### src/include/pcbyp_pkg.sv
// Shared constants for the peripheral clock bypass control
package pcbyp_pkg;
    // Register byte offsets
    localparam logic [7:0] OFS_BYPASS = 8'h14;
    localparam logic [7:0] OFS_SET    = 8'h18;
    localparam logic [7:0] OFS_CLEAR  = 8'h1C;

    // Widths
    localparam int ADDR_W  = 8;
    localparam int DATA_W  = 32;
    localparam int NUM_CLK = 8;
    localparam int PAD_W   = DATA_W - NUM_CLK;

    // Reset value: every clock starts on the boot clock
    localparam logic [NUM_CLK-1:0] BYPASS_RST = 8'hFF;
    localparam logic [PAD_W-1:0]   PAD_ZERO   = 24'h000000;

    // Bit positions of the bypass fields
    localparam int BYP_MAIN_NUM    = 7;
    localparam int BYP_PERI_DEN    = 6;
    localparam int BYP_FABRIC_USER = 5;
    localparam int BYP_CARD_HOST   = 4;
    localparam int BYP_DEBOUNCE    = 3;
    localparam int BYP_TIMESTAMP   = 2;
    localparam int BYP_NET_FREE_B  = 1;
    localparam int BYP_NET_FREE_A  = 0;

    // Bus phase encoding for the slave
    typedef enum logic [1:0] {
        PCBYP_IDLE   = 2'b01,
        PCBYP_ACCESS = 2'b10
    } pcbyp_phase_e;
endpackage : pcbyp_pkg
### src/hdl/pcbyp_apb_port.sv
`timescale 1ns/1ps
// APB slave front end: no wait state, registered answer
module pcbyp_apb_port
    import pcbyp_pkg::*;
(
    input  wire logic              mclk,
    input  wire logic              rstn,
    input  wire logic              psel,
    input  wire logic              penable,
    input  wire logic              pwrite,
    input  wire logic [ADDR_W-1:0] paddr,
    input  wire logic [NUM_CLK-1:0] bypassVal,
    output logic [DATA_W-1:0]      prdata,
    output logic                   pready,
    output logic                   pslverr,
    output logic                   wrBase,
    output logic                   wrSet,
    output logic                   wrClear
);
    pcbyp_phase_e phase_r;
    pcbyp_phase_e phase_nxt;
    logic [DATA_W-1:0] prdata_r;
    logic [DATA_W-1:0] prdata_nxt;
    logic              pready_r;
    logic              pslverr_r;
    logic              setup;
    logic              commit;
    logic              hitBase;
    logic              hitSet;
    logic              hitClear;
    logic              mapped;

    // Address decode
    assign hitBase  = (paddr == OFS_BYPASS);
    assign hitSet   = (paddr == OFS_SET);
    assign hitClear = (paddr == OFS_CLEAR);
    assign mapped   = hitBase || hitSet || hitClear;

    // Setup cycle and completing edge
    assign setup  = psel && !penable;
    assign commit = psel && penable && pready_r && (phase_r == PCBYP_ACCESS);
    assign wrBase  = commit && pwrite && hitBase;
    assign wrSet   = commit && pwrite && hitSet;
    assign wrClear = commit && pwrite && hitClear;

    // Every mapped offset reads back the live bypass value
    assign prdata_nxt = (setup && !pwrite && mapped) ? {PAD_ZERO, bypassVal} : '0;
    assign phase_nxt  = setup ? PCBYP_ACCESS : PCBYP_IDLE;

    // Answer registers
    always_ff @(posedge mclk or negedge rstn) begin
        if (!rstn) begin
            phase_r   <= PCBYP_IDLE;
            prdata_r  <= '0;
            pready_r  <= 1'b0;
            pslverr_r <= 1'b0;
        end else begin
            phase_r   <= phase_nxt;
            prdata_r  <= setup ? prdata_nxt : prdata_r;
            pready_r  <= (phase_nxt == PCBYP_ACCESS);
            pslverr_r <= setup && !mapped;
        end
    end

    assign prdata  = prdata_r;
    assign pready  = pready_r;
    assign pslverr = pslverr_r;
endmodule : pcbyp_apb_port

### src/hdl/pcbyp_clk_switch.sv
`timescale 1ns/1ps
// Glitch-free two-source switch for one derived clock
module pcbyp_clk_switch
    import pcbyp_pkg::*;
(
    input  wire logic mclk,
    input  wire logic rstn,
    input  wire logic selBoot,
    input  wire logic bootClk,
    input  wire logic muxClk,
    output logic      clkOut,
    output logic      selActive
);
    logic clkOut_r;
    logic selActive_r;
    logic selActive_nxt;
    logic clkOut_nxt;
    logic bothLow;

    // Change source only while both sources are low
    assign bothLow       = !bootClk && !muxClk;
    assign selActive_nxt = bothLow ? selBoot : selActive_r;
    assign clkOut_nxt    = selActive_nxt ? bootClk : muxClk;

    // Selection and registered clock
    always_ff @(posedge mclk or negedge rstn) begin
        if (!rstn) begin
            selActive_r <= 1'b1;
            clkOut_r    <= 1'b0;
        end else begin
            selActive_r <= selActive_nxt;
            clkOut_r    <= clkOut_nxt;
        end
    end

    assign clkOut    = clkOut_r;
    assign selActive = selActive_r;
endmodule : pcbyp_clk_switch

### src/hdl/pcbyp_ctrl.sv
`timescale 1ns/1ps
module pcbyp_ctrl
    import pcbyp_pkg::*;
(
    input  wire logic               mclk,
    input  wire logic               rstn,
    input  wire logic               psel,
    input  wire logic               penable,
    input  wire logic               pwrite,
    input  wire logic [ADDR_W-1:0]  paddr,
    input  wire logic [DATA_W-1:0]  pwdata,
    output logic [DATA_W-1:0]       prdata,
    output logic                    pready,
    output logic                    pslverr,
    input  wire logic               bootClk,
    input  wire logic [NUM_CLK-1:0] muxClk,
    output logic [NUM_CLK-1:0]      derivedClk,
    output logic [NUM_CLK-1:0]      bypassActive
);
    logic [NUM_CLK-1:0] bypass_r;
    logic [NUM_CLK-1:0] bypass_nxt;
    logic [NUM_CLK-1:0] wrData;
    logic               wrBase;
    logic               wrSet;
    logic               wrClear;

    // Bus front end
    pcbyp_apb_port u_port (
        .mclk      (mclk),
        .rstn      (rstn),
        .psel      (psel),
        .penable   (penable),
        .pwrite    (pwrite),
        .paddr     (paddr),
        .bypassVal (bypass_r),
        .prdata    (prdata),
        .pready    (pready),
        .pslverr   (pslverr),
        .wrBase    (wrBase),
        .wrSet     (wrSet),
        .wrClear   (wrClear)
    );

    // Only the low field bits are stored
    assign wrData = pwdata[NUM_CLK-1:0];

    // Next bypass value from plain, set and clear writes
    assign bypass_nxt = wrBase  ? wrData :
                        wrSet   ? (bypass_r | wrData) :
                        wrClear ? (bypass_r & ~wrData) :
                        bypass_r;

    // Bypass register
    always_ff @(posedge mclk or negedge rstn) begin
        if (!rstn) begin
            bypass_r <= BYPASS_RST;
        end else begin
            bypass_r <= bypass_nxt;
        end
    end

    // One glitch-free switch per derived clock
    genvar k;
    generate
        for (k = 0; k < NUM_CLK; k++) begin : g_sw
            pcbyp_clk_switch u_sw (
                .mclk      (mclk),
                .rstn      (rstn),
                .selBoot   (bypass_r[k]),
                .bootClk   (bootClk),
                .muxClk    (muxClk[k]),
                .clkOut    (derivedClk[k]),
                .selActive (bypassActive[k])
            );
        end
    endgenerate

    logic setupRead;
    logic setupMiss;
    assign setupRead = psel && !penable && !pwrite;
    assign setupMiss = psel && !penable &&
                       (paddr != OFS_BYPASS) && (paddr != OFS_SET) && (paddr != OFS_CLEAR);

    generate
        for (k = 0; k < NUM_CLK; k++) begin : g_chk

        end
    endgenerate
endmodule : pcbyp_ctrl

### config.mk
export PLATFORM = sky130hd
export DESIGN_NAME = pcbyp_ctrl
export DESIGN_NICKNAME = d
export VERILOG_FILES = /design/src/include/pcbyp_pkg.sv /design/src/hdl/pcbyp_apb_port.sv /design/src/hdl/pcbyp_clk_switch.sv /design/src/hdl/pcbyp_ctrl.sv
export SDC_FILE = /design/constraint.sdc
export NUM_CORES = 1
export LEC_CHECK = 0
export BUFFER_PORTS_ARGS = -buffer_cell sky130_fd_sc_hd__buf_2
export CORE_MARGIN = 3
export CORE_UTILIZATION = 49
export CTS_BUF_LIST = sky130_fd_sc_hd__clkbuf_4
export DETAILED_ROUTE_END_ITERATION = 7
export PLACE_DENSITY = 0.88
export SLEW_MARGIN = 20
export SYNTH_ARGS = -nofsm -noshare
export SYNTH_HDL_FRONTEND = slang
export SYNTH_SLANG_ARGS = --single-unit
### constraint.sdc
create_clock -name mclk -period 2.7 [get_ports mclk]
set_input_delay 0.54 -clock mclk [delete_from_list [all_inputs] [get_ports mclk]]
set_output_delay 0.54 -clock mclk [all_outputs]
set_load 0.02 [all_outputs]
# After elaboration in Yosys (flattened, before gate mapping)
# Cells that the tools add are included.
totals:
  ff_bits: 60
  output_inout_bits: 50
  wordCells: 84
op_classes:
  eq_ne: 5
  muxes: 21
  bitwise: 3
  reduce_logical: 34
op_table:
  columns: ["operator", "n"]
  rows:
  - ["$mux W8", 4]
  - ["$eq A8 B5 Y1 const B", 3]
  - ["$logic_and A1 B1 Y1", 19]
  - ["$mux W1", 16]
  - ["$logic_not A1 Y1", 12]
  - ["$and A8 B8 Y8", 1]
  - ["$not A8 Y8", 1]
  - ["$or A8 B8 Y8", 1]
  - ["$eq A2 B2 Y1 const B", 2]
  - ["$reduce_bool A3 Y1", 1]
  - ["$logic_or A1 B1 Y1", 2]
  - ["$mux W2", 1]

# Depth between registers and ports, before layout
depth:
  depth_word: 8
  ltp_mapped: 4
  depth_no_buf: 4

# Modules after synthesis
# A second synthesis with hierarchy kept.
unflattened:
  cells_unflattened: 144
  area_unflattened_um2: 1742.9
modules_own_cells:
  columns: ["mod", "instances", "cells_per_inst", "area_each_um2", "seq_area_each_um2"]
  rows:
  - ["pcbyp_apb_port", 1, 76, 775.7, 276.5]
  - ["pcbyp_clk_switch", 8, 5, 77.6, 51.3]
  - ["pcbyp_ctrl", 1, 28, 346.6, 210.2]

# Worst setup path after synthesis
# Ideal clock, no wire load.
synth_path:
  kind: "in2reg"
  startpoint: "input port paddr[1]"
  endpoint: "register (tool-made name)"
  setup_ns: 0.080
  arrival_ns: 1.773
  t_required_ns: 2.620
  slack_ns: 0.848
  stages: 4
  path_buffers: 0
  path_cell_list: "or4b_4 > nor4_4 > a21boi_0 > nor2_1"
synth_rtl:
  columns: ["item", "line", "text"]
  rows:
  - ["start, declared", "pcbyp_ctrl.sv:10", "input wire logic [ADDR_W-1:0] paddr,"]

==> summary.txt <==
Detailed routing
  • DR iter-0 viols: 83
  • Post-route ant nets: 0
  • WL/cell: 12.9 um
  • Final wirelength: approximately 3300 um
  • Via/cell ratio: about 4.8
  • Routed vias: about 1200
  • Drt first pass iters: 4
  • DRC: 0

Flow run
  • Max-cap violations: 0

Placed design
  • Port bufs: 55
  • Routability cong.: approximately 0.73
  • Detailed placer's ending HPWL: around 2500 um
  • Dpl cell area: between 1500 and 2000 sq um

Worst setup path
  • WS Path Type: primary input to register
  • Worst-path maximum fanout: 8
  • CP Launch Type: primary input
  • Critical Path RT: a little under 3000 ps
  • Crit path arrival time: 2040 ps
  • Worst reg2reg path depth: 4
  • CP Capture Type: register
  • R2r setup slk: 1220 ps
  • Reg-to-reg startpoint: u_port.phase_r[0]

GRT
  • Number of global-route vias before repair: approximately 1200
  • GRT Total Usage: 0.162
  • Largest net degree at the start of global routing: 36
  • Initial antenna violation count: 0
  • First-pass GRT wire length: between 5000 and 6000 um
  • Grt total ovfl: 0

Die
  • IO Count: approximately 100
  • Initial core utilization: 0.525
  • FP Rows: 21
  • Die Ht: about 67 um
  • Die X: approximately 67 um
  • CORE AREA: 3470 sq um
  • Total Die Area: about 4500 sq um

Timing
  • RSZ-0062 raised after global routing: no
  • Slew @ Worst Pin: 766 ps
  • Final min period: about 1800 ps
  • Worst slew margin: 0.490
  • Final hold violation count: 0
  • F_max: about 560 MHz
  • Setup TNS: 0 ps
  • Slew Limit Fails: 0
  • Period utilisation layout: 0.659
  • Post-Route Skew: roughly 9.2 ps
  • Final setup viols: 0

Logic synthesis
  • Seq cells post-synth: 35
  • Async SR Flop Fraction: 1.00
  • Post-Syn Instances: 170
  • Syn. warnings: 0
  • Synthesized area: approximately 1800 sq um
  • Primary FF master, synth: dfrtp_1
  • Largest area contributor in the netlist: dfrtp_1
  • Synth top area cells: dfrtp_1 25%, dfstp_2 25%, buf_4 16%
  • Post-synth top cells: 40 x buf_4, 19 x nand2_1, 18 x dfrtp_1
  • Avg Synthesized Cell Area: 10.7 sq um
  • Yosys top cell area share: 0.247
  • Post-synth EDFFs: 0
  • Yosys cell types: 21
  • Most common cell in the netlist: buf_4
  • Register area share after synthesis: 0.492

Cells and area
  • Fin util: 0.572
  • Area of the multi-input gates: between 600 and 700 sq um
  • Final instance area: ~2000 sq um
  • Antenna diodes: 0
  • Register area: 897 sq um
  • Final nets: between 200 and 300
  • Layout area overhead: 8.86%
  • FILL cells: ~360
  • Layout cell share with drive strength beyond 1: 0.484

Power and ir drop
  • Power per cell area: between 400 and 500 nW/um^2
  • P_leak: roughly 1 nW
  • Worst IR Drop VDD: 195 uV

Clock tree
  • H-Tree Level Count: 2
  • TritonCTS buffer count: 5
  • # Post-CTS Setup Buffers: 0
  • CTS tree: built
  • Clock Sinks: 35
  • Clk_lat worst skew: between 300 and 400 ps
  • Resize count post-CTS: 0
  • CTS Root Cell: clkbuf_4
  • Clk pin slew, worst setup/hold paths: about 100 ps
  • Clock tree buffer depth: 2
  • Hold Buf Count CTS: 0

Run status
  • Status: completed

Worst hold path
  • Min-delay worst type: primary input to asynchronous set/reset pin
==> report_power, final <==
part	total, mW	leakage [nW]	switching, mW	internal (mW)
Clock	0.276	0.0331	0.168	0.108
Combinational	0.126	0.573	0.0871	0.0388
Sequential	0.538	0.406	0.00250	0.536
==> final cells by class <==
class,count,share of cell area
well taps,46,0.0290
multi-input cells,114,0.351
flip-flops and latches,35,0.452
clock buffers,6,0.0227
inverters,1,0.00189
clock inverters,2,0.00442
repair buffers,55,0.139
==> cell usage in the layout, fill, tap and decap left out <==
| cell | synthesis | layout |
|---|---|---|
| or2_2 | 4 | 4 |
| clkinv_1 | 1 | 2 |
| xnor2_1 | 5 | 5 |
| nor4_4 | 3 | 3 |
| mux2_2 | 16 | 16 |
| o211ai_1 | 1 | 1 |
| nand2_1 | 19 | 19 |
| a21boi_0 | 3 | 3 |
| nand3_1 | 9 | 9 |
| a21oi_1 | 13 | 13 |
| buf_2 | 0 | 55 |
| dfstp_2 | 17 | 17 |
| dfrtp_1 | 18 | 18 |
| nor3_1 | 1 | 1 |
| nand3b_1 | 1 | 1 |
| or4b_4 | 1 | 1 |
| clkbuf_4 | 0 | 6 |
| nor2_1 | 13 | 13 |
| nand2b_1 | 1 | 1 |
| conb_1 | 1 | 24 |
| clkinv_2 | 0 | 1 |
==> per-layer routing <==
layer  track usage  wire [um]
met1         0.191       1380
met2         0.270       1670
met3        0.0405        216
met4        0.0861         71
met5             0          0
==> metrics by stage <==
stage	total power [mW]	instances	worst slack, ps	hold WS [ps]
2_1_floorplan	0.659	193	848	244
3_3_place_gp	0.671	251	590	448
3_5_place_dp	0.673	251	548	451
4_1_cts	0.949	259	904	280
5_1_grt	0.991	259	776	315
6_report	0.940	259	922	272
==> worst max path at each step <==
stage              from       end
6_report       paddr[1]  register
2_1_floorplan  paddr[1]  register
5_1_grt        paddr[1]  register
3_3_place_gp   paddr[1]  register
4_1_cts        paddr[1]  register
3_5_place_dp   paddr[1]  register
==> critical path, stage by stage <==
cell,delay [ps]
buf_2,100
or4b_4,590
nor4_4,530
a21oi_1,130
a21oi_1,150
==> cells by family (layout without fill, tap and decap cells) <==
logic type / Yosys count / in the layout / share of synthesized area
other: 1 / 24 / 0.00206
muxes: 16 / 16 / 0.0989
xor gates and xnor gates: 5 / 5 / 0.0240
DFF: 35 / 35 / 0.492
and+or+nand+nor: 52 / 52 / 0.157
AOI/OAI and AO/OA: 17 / 17 / 0.0522
buffers and inverters: 44 / 64 / 0.173
No activity file was read; power rests on OpenSTA's default activity.
